$ cat config.mk
export PLATFORM = sky130hd
export DESIGN_NAME = rss_top
export DESIGN_NICKNAME = d
export VERILOG_FILES = /design/src/rss_pkg.sv /design/src/rss_pin_cell.sv /design/src/rss_top.sv
export SDC_FILE = /design/constraint.sdc
export NUM_CORES = 1
export LEC_CHECK = 0
export BUFFER_PORTS_ARGS = -buffer_cell sky130_fd_sc_hd__buf_2
export CAP_MARGIN = 40
export CORE_UTILIZATION = 40
export DETAILED_ROUTE_END_ITERATION = 12
export PLACE_DENSITY = 0.81
export SETUP_SLACK_MARGIN = 0.1
export SYNTH_ARGS = -nofsm -noshare
export SYNTH_HDL_FRONTEND = slang
export SYNTH_SLANG_ARGS = --single-unit
$ cat constraint.sdc
create_clock -name CLK -period 2.8 [get_ports CLK]
set_input_delay 0.28 -clock CLK [delete_from_list [all_inputs] [get_ports CLK]]
set_output_delay 0.28 -clock CLK [all_outputs]
set_load 0.005 [all_outputs]
$ cat src/rss_pkg.sv
/*
 * Shared constants and types of the reset strap sampler: strap pin order,
 * default levels, management port codes, register map and timing counts.
 * Assumes a 50 MHz core clock and a 32-bit APB register bus.
 */
package rss_pkg;

   // ==========================================================
   // Strap pins
   localparam int unsigned STRAP_W = 5;
   localparam int unsigned IDX_FLOW = 0;
   localparam int unsigned IDX_MGMT_LO = 1;
   localparam int unsigned IDX_MGMT_HI = 2;
   localparam int unsigned IDX_START = 3;
   localparam int unsigned IDX_INBAND = 4;
   // Default strap levels; the weak pulls point the same way.
   localparam logic [STRAP_W-1:0] STRAP_DEFAULT = 5'h0f;

   // ==========================================================
   // Captured configuration
   typedef struct packed {
      logic inband;
      logic start;
      logic mgmt_hi;
      logic mgmt_lo;
      logic flow;
   } rss_strap_type;

   typedef enum logic [1:0] {
      MGMT_SERIAL = 2'b00,
      MGMT_I2C = 2'b01,
      MGMT_SPI = 2'b10
   } rss_mgmt_type;

   typedef enum logic [1:0] {
      ST_HOLD = 2'b00,
      ST_SOFT = 2'b01,
      ST_RUN = 2'b10
   } rss_state_type;

   // ==========================================================
   // Register map
   localparam logic [11:0] ADDR_CTRL = 12'h000;
   localparam logic [11:0] ADDR_STATUS = 12'h004;
   localparam int unsigned CTRL_START_BIT = 0;
   localparam int unsigned CTRL_SOFT_BIT = 1;
   localparam int unsigned STAT_HIZ_BIT = 8;
   localparam int unsigned STAT_FWD_BIT = 9;
   localparam logic CTRL_START_RESET = 1'b0;

   // ==========================================================
   // Timing
   localparam int unsigned CLK_MHZ = 50;
   localparam int unsigned SOFT_HIZ_NS = 1000;
   localparam int unsigned SOFT_HIZ_CYC = (SOFT_HIZ_NS * CLK_MHZ + 999) / 1000;
   localparam logic [7:0] SOFT_HIZ_CNT = 8'(SOFT_HIZ_CYC);

endpackage : rss_pkg

$ cat src/rss_pin_cell.sv
/*
 * One strap-capable pin: weak pull toward its default, capture latch of
 * the pin level, and the pad driver for the pin's normal output function.
 * Assumes the parent sequences hi-Z and capture; the pad wire is resolved
 * outside from the output enable and the pulls.
 */
`timescale 1ns/1ps

module rss_pin_cell #(
   parameter logic DEFAULT_LEVEL = 1'b1
) (
   // Clock and reset
   input wire logic clk,
   input wire logic srst,
   // Sequencing from the parent
   input wire logic capture,
   input wire logic hiz,
   // Pad
   input wire logic pin_i,
   output logic pin_o,
   output logic pin_oe_n,
   output logic pull_up,
   output logic pull_dn,
   // Normal function and captured level
   input wire logic func,
   output logic value
);

   // ==========================================================
   // Capture latch
   // The level is taken only on a capture and held until the next one.
   always_ff @(posedge clk)
   begin
      if (srst)
      begin
         value <= DEFAULT_LEVEL;
      end
      else if (capture)
      begin
         value <= pin_i;
      end
   end

   // ==========================================================
   // Pad driver
   // Output data is registered; the enable follows hiz at once.
   always_ff @(posedge clk)
   begin
      if (srst)
      begin
         pin_o <= 1'b1;
      end
      else
      begin
         pin_o <= func;
      end
   end

   // The pin floats whenever a reset holds it, and drives otherwise.
   assign pin_oe_n = hiz;

   // The weak pull always points toward the default level.
   assign pull_up = DEFAULT_LEVEL;
   assign pull_dn = ~DEFAULT_LEVEL;

endmodule : rss_pin_cell

$ cat src/rss_top.sv
/*
 * Reset strap sampler top: follows the active-low system reset pin and a
 * software reset, floats the strap pins during reset, captures their
 * levels on release and hands out the derived mode settings. An APB
 * slave gives access to the start and soft reset controls and status.
 * Assumes all inputs synchronous to CLK and board pulls on the pads.
 */
// The address map and register access over APB were decided locally.
// Notes on behaviour
// - Strap pins float while system reset low.
// - Pin levels captured when system reset releases.
// - Weak pull toward default on each pin.
// - Pins drive normal outputs after reset release.
// - Software reset also captures the straps.
// - Management strap pair selects host port.
// - Start strap low waits for software start.
// - In-band strap high enables port management.
// - Flow strap high enables flow control.
`timescale 1ns/1ps

module rss_top (
   // Clock and reset
   input wire logic CLK,
   input wire logic SRST,
   // System reset pin, active low
   input wire logic SYS_RESET_N,
   // Strap pads
   input wire logic [rss_pkg::STRAP_W-1:0] PIN_I,
   output logic [rss_pkg::STRAP_W-1:0] PIN_O,
   output logic [rss_pkg::STRAP_W-1:0] PIN_OE_N,
   output logic [rss_pkg::STRAP_W-1:0] PIN_PU_EN,
   output logic [rss_pkg::STRAP_W-1:0] PIN_PD_EN,
   // Normal pin functions
   input wire logic [rss_pkg::STRAP_W-1:0] PIN_FUNC,
   // Mode settings
   output rss_pkg::rss_strap_type STRAP_CFG,
   output rss_pkg::rss_mgmt_type MGMT_PORT,
   output logic INBAND_EN,
   output logic FLOW_EN,
   output logic FWD_EN,
   // APB slave
   input wire logic PSEL,
   input wire logic PENABLE,
   input wire logic PWRITE,
   input wire logic [11:0] PADDR,
   input wire logic [31:0] PWDATA,
   output logic [31:0] PRDATA,
   output logic PREADY,
   output logic PSLVERR
);

   localparam int SOFT_I = int'(rss_pkg::SOFT_HIZ_CYC);

   rss_pkg::rss_state_type state_r;
   rss_pkg::rss_state_type state_nxt;
   logic [7:0] soft_cnt_r;
   logic [rss_pkg::STRAP_W-1:0] cap_vec;
   logic capture;
   logic hiz;
   logic start_bit_r;
   logic fwd_r;
   logic wr_acc;
   logic soft_req;
   logic addr_ok;
   logic [31:0] rd_nxt;

   // ==========================================================
   // Reset sequencer
   // Next state: hold while the pin is low, soft window on request.
   always_comb
   begin
      state_nxt = state_r;
      unique case (state_r)
         rss_pkg::ST_HOLD:
         begin
            if (SYS_RESET_N)
            begin
               state_nxt = rss_pkg::ST_RUN;
            end
         end
         rss_pkg::ST_SOFT:
         begin
            if (!SYS_RESET_N)
            begin
               state_nxt = rss_pkg::ST_HOLD;
            end
            else if (soft_cnt_r == 8'h01)
            begin
               state_nxt = rss_pkg::ST_RUN;
            end
         end
         rss_pkg::ST_RUN:
         begin
            if (!SYS_RESET_N)
            begin
               state_nxt = rss_pkg::ST_HOLD;
            end
            else if (soft_req)
            begin
               state_nxt = rss_pkg::ST_SOFT;
            end
         end
         default:
         begin
            state_nxt = rss_pkg::ST_HOLD;
         end
      endcase
   end

   // State register.
   always_ff @(posedge CLK)
   begin
      if (SRST)
      begin
         state_r <= rss_pkg::ST_HOLD;
      end
      else
      begin
         state_r <= state_nxt;
      end
   end

   // Soft reset window counter, loaded on request and counted down.
   always_ff @(posedge CLK)
   begin
      if (SRST)
      begin
         soft_cnt_r <= 8'h00;
      end
      else if (state_r == rss_pkg::ST_RUN && soft_req)
      begin
         soft_cnt_r <= rss_pkg::SOFT_HIZ_CNT;
      end
      else if (soft_cnt_r != 8'h00)
      begin
         soft_cnt_r <= soft_cnt_r - 8'h01;
      end
   end

   // Capture on release of the pin reset or at the end of a soft window.
   assign capture = SYS_RESET_N &&
      ((state_r == rss_pkg::ST_HOLD) ||
       (state_r == rss_pkg::ST_SOFT && soft_cnt_r == 8'h01));

   // Pins float in any reset state and at once when the pin goes low.
   assign hiz = !SYS_RESET_N || (state_r != rss_pkg::ST_RUN);

   // ==========================================================
   // Strap pin cells
   genvar gi;
   generate
      for (gi = 0; gi < rss_pkg::STRAP_W; gi++)
      begin : g_pin
         rss_pin_cell #(
            .DEFAULT_LEVEL(rss_pkg::STRAP_DEFAULT[gi])
         ) u_cell (
            .clk(CLK),
            .srst(SRST),
            .capture(capture),
            .hiz(hiz),
            .pin_i(PIN_I[gi]),
            .pin_o(PIN_O[gi]),
            .pin_oe_n(PIN_OE_N[gi]),
            .pull_up(PIN_PU_EN[gi]),
            .pull_dn(PIN_PD_EN[gi]),
            .func(PIN_FUNC[gi]),
            .value(cap_vec[gi])
         );
      end
   endgenerate

   // ==========================================================
   // Mode decode
   // Captured levels feed the mode settings directly.
   assign STRAP_CFG = rss_pkg::rss_strap_type'(cap_vec);
   assign INBAND_EN = STRAP_CFG.inband;
   assign FLOW_EN = STRAP_CFG.flow;

   // High strap bit picks SPI whatever the low bit is.
   always_comb
   begin
      if (STRAP_CFG.mgmt_hi)
      begin
         MGMT_PORT = rss_pkg::MGMT_SPI;
      end
      else if (STRAP_CFG.mgmt_lo)
      begin
         MGMT_PORT = rss_pkg::MGMT_I2C;
      end
      else
      begin
         MGMT_PORT = rss_pkg::MGMT_SERIAL;
      end
   end

   // Software start bit; any reset returns it to its reset value.
   always_ff @(posedge CLK)
   begin
      if (SRST || hiz)
      begin
         start_bit_r <= rss_pkg::CTRL_START_RESET;
      end
      else if (wr_acc && PADDR == rss_pkg::ADDR_CTRL)
      begin
         start_bit_r <= PWDATA[rss_pkg::CTRL_START_BIT];
      end
   end

   // Forwarding runs out of reset if strapped, else after software start.
   always_ff @(posedge CLK)
   begin
      if (SRST)
      begin
         fwd_r <= 1'b0;
      end
      else
      begin
         fwd_r <= !hiz && (STRAP_CFG.start || start_bit_r);
      end
   end

   assign FWD_EN = fwd_r;

   // ==========================================================
   // APB slave
   // Zero wait states; unmapped addresses answer with an error.
   assign addr_ok = (PADDR == rss_pkg::ADDR_CTRL) ||
      (PADDR == rss_pkg::ADDR_STATUS);
   assign PREADY = 1'b1;
   assign PSLVERR = PSEL && PENABLE && !addr_ok;
   assign wr_acc = PSEL && PENABLE && PWRITE && addr_ok;
   assign soft_req = wr_acc && (PADDR == rss_pkg::ADDR_CTRL) &&
      PWDATA[rss_pkg::CTRL_SOFT_BIT];

   // Read data for the setup cycle address; soft reset bit reads zero.
   always_comb
   begin
      rd_nxt = 32'h0000_0000;
      if (PADDR == rss_pkg::ADDR_CTRL)
      begin
         rd_nxt[rss_pkg::CTRL_START_BIT] = start_bit_r;
      end
      else if (PADDR == rss_pkg::ADDR_STATUS)
      begin
         rd_nxt[rss_pkg::STRAP_W-1:0] = cap_vec;
         rd_nxt[rss_pkg::STAT_HIZ_BIT] = hiz;
         rd_nxt[rss_pkg::STAT_FWD_BIT] = fwd_r;
      end
   end

   // Read data is registered in the setup cycle.
   always_ff @(posedge CLK)
   begin
      if (SRST)
      begin
         PRDATA <= 32'h0000_0000;
      end
      else if (PSEL && !PENABLE && !PWRITE)
      begin
         PRDATA <= rd_nxt;
      end
   end
endmodule : rss_top

==> flow_summary_export.csv, run 1 <==
group,metric,value,unit
run_status,status,"finished, final reports clean",
logic_synthesis,syn_inst,182,
timing,finalClockSkew,0.00526,ns
layout,drive_gt1_share,33.8,%
grt,grt-ovfl-total,0,
die,core,3770,µm²
timing,worst_slew_pin_slew,0.688,ns
timing,setup-violations-final,0,
setup_path,cpPeakStageDelay,0.47,ns
power,p_per_area,679,nW/µm²
cts,cts.sinks,29,
timing,post-route-period-util,71.2,%
drt,antenna_left,0,
drt,routed_wl,2930,µm
logic_synthesis,synth_edf_count,0,
timing,slew_viol_final,0,
setup_path,path_depth,6,
drt,vias,1220,
logic_synthesis,synth_top_cell_area_share,35.9,%
drt,wl_per_cell,10.7,µm
logic_synthesis,synthFlopType,"dfxtp_1",
layout,antenna_cells,0,
power,switching_share,30.7,%
cts,cts_setup_buffers,0,
logic_synthesis,synth_area_leaders,"dfxtp_1, buf_4, mux2i_1",
placement,hpwl,2260,µm
timing,layout_setup_ws,0.806,ns
logic_synthesis,synth_seq_cells,29,
setup_path,cp_slowest_cell,"or3b_2",
setup_path,crit_required,3.01,ns
drt,wirelength_met1,1330,µm
cts,clkLatencyLatePin,0.28,ns
setup_path,crit_chain,"inv_1 -> ha_1 -> or3b_2 -> nor2_1 -> mux2_2 -> a21oi_1",
logic_synthesis,synth.distinct_cells,38,
logic_synthesis,ys_warn_count,0,
power,share_comb_of_total_power,28.8,%
drt,wl_met2,1360,µm
worst_hold_path,hold_path.class,"in -> reg",
logic_synthesis,syn_area,1620,µm²
logic_synthesis,yosysSeqAreaShare,35.9,%
drt,top_layer,"met4",
cts,clk_pin_slew,0.06,ns
layout,fin_nets,287,
drt,post_drt_via_cell_ratio,4.47,
placement,io_buffers,57,
cts,cts_tree,"yes",
timing,setup_tns,0,ns
die,top_level_ports,124,
setup_path,cp_max_fo,5,
drt,wl_met3,205,µm
power,intPower,0.832,mW
layout,final.fill_count,361,
drt,first_pass_iters,4,
power,peakVddDrop,0.272,mV
grt,first_global_vias,1031,
placement,place_ws,0.784,ns
drt,drt-initial-drc-count,34,
grt,antenna_found_initial,0,
cts,cts_buffer_depth,2,
setup_path,crit_type,"reg -> reg",
logic_synthesis,syn_avg_cell_area,8.89,µm²
timing,fmax,0.502,GHz
grt,grt_max_degree,23,
timing,period_minus_slack,1.99,ns
die,chipHeight,65.6,µm
setup_path,path_buf_inv,1,
layout,synthToLayoutAreaGrowth,9.28,%
drt,post-route-drc-count,0,
run,drv_cap,0,
setup_path,path_delay_family,"simple AND/OR/NAND/NOR gates",
power,clkPwrFrac,28.3,%
timing,rsz0062_at_grt,"no",
die,row_count,22,
cts,cts_buffers,5,
cts,holdBufCountCts,0,
setup_path,start_kind,"flop",
cts,cts_resized,0,
power,p_switching,0.369,mW
logic_synthesis,async_reset_ff_share,0,%
setup_path,worst_ep_arrival_time,2.20,ns
die,dieArea,4300,µm²
grt,grt_usage,14.3,%
power,p_leak,0.842,nW
die,start_util,42.9,%
cts,htree_levels,2,
placement,gp_congestion,0.727,
logic_synthesis,yosysTopAreaCell,"dfxtp_1",
die,dieWidth,65.6,µm
setup_path,reg2reg_depth,6,
grt,grt_pass1_wl,4640,µm
cts,cts-root-buf,"clkbuf_8",
power,p_seq_share,42.9,%
setup_path,crit_path_end_kind,"flop",
timing,hold_viol_final,0,
timing,relSlewSlack,53.7,%
worst_hold_path,whs_path_depth,2,
-- cell usage after synthesis, drive strengths merged, types with 3 or more instances --
| library cell | instances |
|---|---|
| mux2i | 7 |
| buf | 53 |
| nor4 | 3 |
| o31ai | 3 |
| nor3 | 3 |
| o21ai | 3 |
| nor2 | 14 |
| nand3 | 3 |
| or2 | 6 |
| nand2 | 10 |
| a22o | 5 |
| dfxtp | 29 |
| a21oi | 7 |
| or3 | 3 |
| inv | 5 |
-- final cells by class --
class                      count  area, µm²  share of cell area, %
inverter                       5       18.8                   1.06
clock buffer                   7       86.3                   4.88
sequential                    29        581                   32.8
tap                           48       60.1                   3.40
multi-input combinational    127        737                   41.7
timing repair buffer          57        285                   16.1
-- cell families (layout without fill, tap and decap cells) --
family | after synthesis | in the layout | share of synthesized area, %
xor+xnor | 2 | 2 | 1.08
simple gates | 55 | 55 | 18.7
buf+inv | 60 | 69 | 26.5
compound gates | 23 | 23 | 10.1
fa+ha+maj | 2 | 2 | 1.55
mux | 9 | 9 | 5.72
flops | 29 | 29 | 35.9
other cells | 2 | 36 | 0.464
-- flip-flops by register name (all words and copies together), names as in the netlist --
name and count:
g_pin.u_cell.value 5, start_bit_r 1, g_pin.u_cell.pin_o 5, FWD_EN 1, state_r 2, PRDATA 7, soft_cnt_r 8
-- stage by stage --
step	total power [mW]	std cells	hold WS, ns	utilization [%]	area (µm²)
final	1.20	273	0.182	46.9	1770
after global placement	0.855	266	0.445	44.6	1680
after CTS	1.21	273	0.177	46.9	1770
after detailed placement	0.869	266	0.449	44.6	1680
after global routing	1.29	273	0.179	46.9	1770
after floorplan	0.836	216	0.384	-	1750
-- placed cells by master, fill, tap and decap left out, types with 2 or more instances in the layout --
| cell | Yosys | routed |
|---|---|---|
| buf_2 | 0 | 57 |
| conb_1 | 2 | 36 |
| dfxtp_1 | 29 | 29 |
| nor2_1 | 14 | 14 |
| nand2_1 | 10 | 10 |
| a21oi_1 | 7 | 7 |
| mux2i_1 | 7 | 7 |
| or2_2 | 6 | 6 |
| clkbuf_8 | 0 | 6 |
| inv_1 | 5 | 5 |
| a22o_1 | 5 | 5 |
| nor4_1 | 3 | 3 |
| nor3_1 | 3 | 3 |
| nand3_1 | 3 | 3 |
| or3_1 | 3 | 3 |
| o31ai_1 | 3 | 3 |
| o21ai_0 | 3 | 3 |
| nand2b_1 | 2 | 2 |
| xnor2_1 | 2 | 2 |
| mux2_2 | 2 | 2 |
| ha_1 | 2 | 2 |
-- power by group through the flow --
| stage | clock network [mW] | logic (mW) | registers (mW) |
|---|---|---|---|
| after CTS | 0.345 | 0.347 | 0.515 |
| after global placement | 0 | 0.334 | 0.521 |
| after global routing | 0.364 | 0.397 | 0.526 |
| after floorplan | 0 | 0.324 | 0.513 |
| final | 0.339 | 0.346 | 0.516 |
| after detailed placement | 0 | 0.345 | 0.525 |
-- path summary, 6_finish.rpt --
path                           endpoint  slack, ns     startpoint
setup / recovery          soft_cnt_r[1]       0.81  soft_cnt_r[0]
hold / removal    g_pin[0].u_cell.pin_o       0.18    PIN_FUNC[0]
setup reg to reg          soft_cnt_r[1]       0.81  soft_cnt_r[0]
hold reg to reg               PRDATA[0]       0.46      PRDATA[0]
-- per-layer routing --
layer	GRT usage (%)	vias up
li1	-	611
met1	17.9	541
met2	22.6	65
met3	3.99	3
met4	6.52	0
met5	0	-
Power figures use the tool's default switching activity.
==> inputs of run 2 (changes only) <==
--- a/config.mk
+++ b/config.mk
@@ -5,11 +5,12 @@
 export SDC_FILE = /design/constraint.sdc
 export NUM_CORES = 1
 export LEC_CHECK = 0
+export ABC_AREA = 1
 export BUFFER_PORTS_ARGS = -buffer_cell sky130_fd_sc_hd__buf_2
 export CAP_MARGIN = 40
-export CORE_UTILIZATION = 40
+export CORE_UTILIZATION = 37
 export DETAILED_ROUTE_END_ITERATION = 12
-export PLACE_DENSITY = 0.81
+export PLACE_DENSITY = 0.77
 export SETUP_SLACK_MARGIN = 0.1
 export SYNTH_ARGS = -nofsm -noshare
 export SYNTH_HDL_FRONTEND = slang
==> constraint.sdc (replaced) <==
create_clock -name CLK -period 1.8 [get_ports CLK]
set_input_delay 0.18 -clock CLK [delete_from_list [all_inputs] [get_ports CLK]]
set_output_delay 0.18 -clock CLK [all_outputs]
set_load 0.005 [all_outputs]
==> flow_summary_export.csv, run 2 <==
group,metric,value,unit
run_status,status,"finished, final reports clean",
logic_synthesis,yosysSeqAreaShare,33.6,%
run,drv_cap,0,
cts,clkLatencyLatePin,0.28,ns
drt,vias,1428,
die,start_util,39.2,%
layout,top_regs,"soft_cnt_r: 8 flops, PRDATA: 7 flops",
layout,top_register,"soft_cnt_r",
grt,grt_max_degree,15,
logic_synthesis,syn_inst,235,
die,dieArea,4950,µm²
power,peakVddDrop,0.440,mV
grt,grt.met3_usage,4.18,%
power,p_switching,0.731,mW
logic_synthesis,async_reset_ff_share,0,%
worst_hold_path,hold_path.class,"in -> reg",
setup_path,crit_type,"reg -> out",
drt,first_pass_iters,4,
timing,period_minus_slack,1.41,ns
timing,rsz0062_at_grt,"no",
setup_path,cp_max_fo,7,
logic_synthesis,ys_warn_count,0,
cts,holdBufCountCts,0,
drt,wl_per_cell,9.17,µm
cts,cts_buffer_depth,2,
layout,drive_gt1_share,30.1,%
setup_path,worst_ep_arrival_time,1.23,ns
cts,cts_setup_buffers,0,
layout,layout_commonest_cell,"buf_2",
grt,first_global_vias,1128,
cts,cts.sinks,29,
logic_synthesis,yosysMostFrequentCell,"buf_4",
layout,regArea,581,µm²
cts,cts_tree,"yes",
placement,gp_congestion,0.757,
die,dieWidth,70.4,µm
drt,antenna_left,0,
timing,slew_viol_final,0,
logic_synthesis,yosysTopAreaCell,"dfxtp_1",
cts,htree_levels,2,
placement,io_buffers,57,
die,row_count,24,
timing,post-route-period-util,78.6,%
grt,grt_pass1_wl,4930,µm
layout,synthToLayoutAreaGrowth,9.33,%
placement,hpwl,2410,µm
grt,grt-ovfl-total,0,
timing,setup-violations-final,0,
cts,cts_buffers,5,
timing,layout_setup_ws,0.386,ns
layout,multi_input_area,787,µm²
power,intPower,1.29,mW
power,share_comb_of_total_power,34.6,%
logic_synthesis,ys_top_cells_by_count,"buf_4, nor2_1, nand2_1",
power,clkPwrFrac,25.2,%
logic_synthesis,syn_area,1730,µm²
placement,place_ws,0.484,ns
power,p_seq_share,40.2,%
power,p_per_area,1070,nW/µm²
power,p_leak,0.981,nW
drt,post-route-drc-count,0,
grt,use_met1,14.1,%
timing,hold_viol_final,0,
timing,setup_tns,0,ns
layout,final.fill_count,453,
drt,routed_wl,3030,µm
setup_path,start_kind,"flop",
grt,antenna_found_initial,0,
grt,use_met2,22.2,%
logic_synthesis,syn_avg_cell_area,7.36,µm²
layout,antenna_cells,0,
power,switching_share,36.2,%
logic_synthesis,synthFlopType,"dfxtp_1",
drt,drt-initial-drc-count,23,
cts,cts_resized,0,
logic_synthesis,synth_area_leaders,"dfxtp_1, buf_4, nor2_1",
timing,fmax,0.707,GHz
setup_path,crit_path_end_kind,"primary output",
die,chipHeight,70.4,µm
setup_path,crit_required,1.62,ns
grt,grt_busiest_layer,"met2",
logic_synthesis,synth_seq_cells,29,
timing,finalClockSkew,0.00669,ns
logic_synthesis,synth.distinct_cells,27,
cts,cts-root-buf,"clkbuf_8",
logic_synthesis,synth_edf_count,0,
logic_synthesis,synth_top_cell_area_share,33.6,%
drt,post_drt_via_cell_ratio,4.31,
grt,grt_usage,12.5,%
layout,largest_reg_flops,8,
layout,layout_common_cells,"buf_2, conb_1, nor2_1",
die,core,4410,µm²
die,top_level_ports,124,
cts,clk_pin_slew,0.06,ns
layout,fin_nets,340,
[run 2: cell count changes in the layout (fill, tap and decap cells not counted), sizes merged, moves of 3 or more]
cell,previous run,this run
nor2,14,38
nand2,10,31
nand3,3,22
inv,5,21
o21ai,3,12
mux2i,7,0
a22o,5,0
a21oi,7,10
nor4,3,0
o31ai,3,0
or3,3,0
[run 2: path summary, 6_finish.rpt]
| path | start | endpoint | slack, ns | cells past startpoint |
|---|---|---|---|---|
| setup reg to reg | soft_cnt_r[0] | soft_cnt_r[6] | 0.49 | 7 |
| hold / removal | PIN_FUNC[1] | g_pin[1].u_cell.pin_o | 0.08 | 2 |
| setup / recovery | state_r[0] | PIN_OE_N[4] | 0.39 | 5 |
| hold reg to reg | start_bit_r | start_bit_r | 0.47 | 2 |
[run 2: metrics by stage]
stage,cell area (µm²),hold slack [ns],std cells,utilization [%],power [mW]
final,1890,0.0841,331,42.8,2.02
after global placement,1800,0.363,323,40.9,1.50
after global routing,1890,0.0706,331,42.8,2.22
after CTS,1890,0.0717,331,42.8,2.05
after floorplan,1860,0.284,269,-,1.45
after detailed placement,1800,0.365,323,40.9,1.53
[run 2: worst max-delay path, stage by stage (launching register included)]
cell     delay, ns
dfxtp_1       0.37
inv_1         0.05
nand2_1       0.14
nor2_2        0.07
inv_1         0.18
buf_2         0.16
[run 2: power groups by stage]
stage	sequential (mW)	combinational (mW)	clock [mW]
floorplan	0.812	0.635	0
global placement	0.822	0.679	0
detailed placement	0.825	0.704	0
CTS	0.812	0.707	0.533
global route	0.825	0.828	0.565
finish	0.811	0.699	0.508
[run 2: layer usage]
layer  vias to the layer above  routed length (µm)
met5                         -                   0
met4                         0                  17
met2                        56                1550
met3                         2                 222
met1                       639                1240
li1                        731                   -
[run 2: layout make-up]
type / count / share of cell area (%)
Multi-Input combinational cell: 163 / 41.6
Sequential cell: 29 / 30.7
Timing Repair Buffer: 58 / 15.5
Inverter: 21 / 4.17
Clock buffer: 5 / 3.64
Tap cell: 52 / 3.44
Clock inverter: 3 / 0.927
[run 2: cell families (layout without fill, tap and decap cells)]
family / after synthesis / after routing / share of synthesized area (%)
adders and majority gates: 2 / 2 / 1.45
and+or+nand+nor: 99 / 99 / 26.8
buffers and inverters: 77 / 87 / 28.3
DFF: 29 / 29 / 33.6
AOI/OAI and AO/OA: 23 / 23 / 7.89
xor gates and xnor gates: 3 / 3 / 1.52
other: 2 / 36 / 0.434
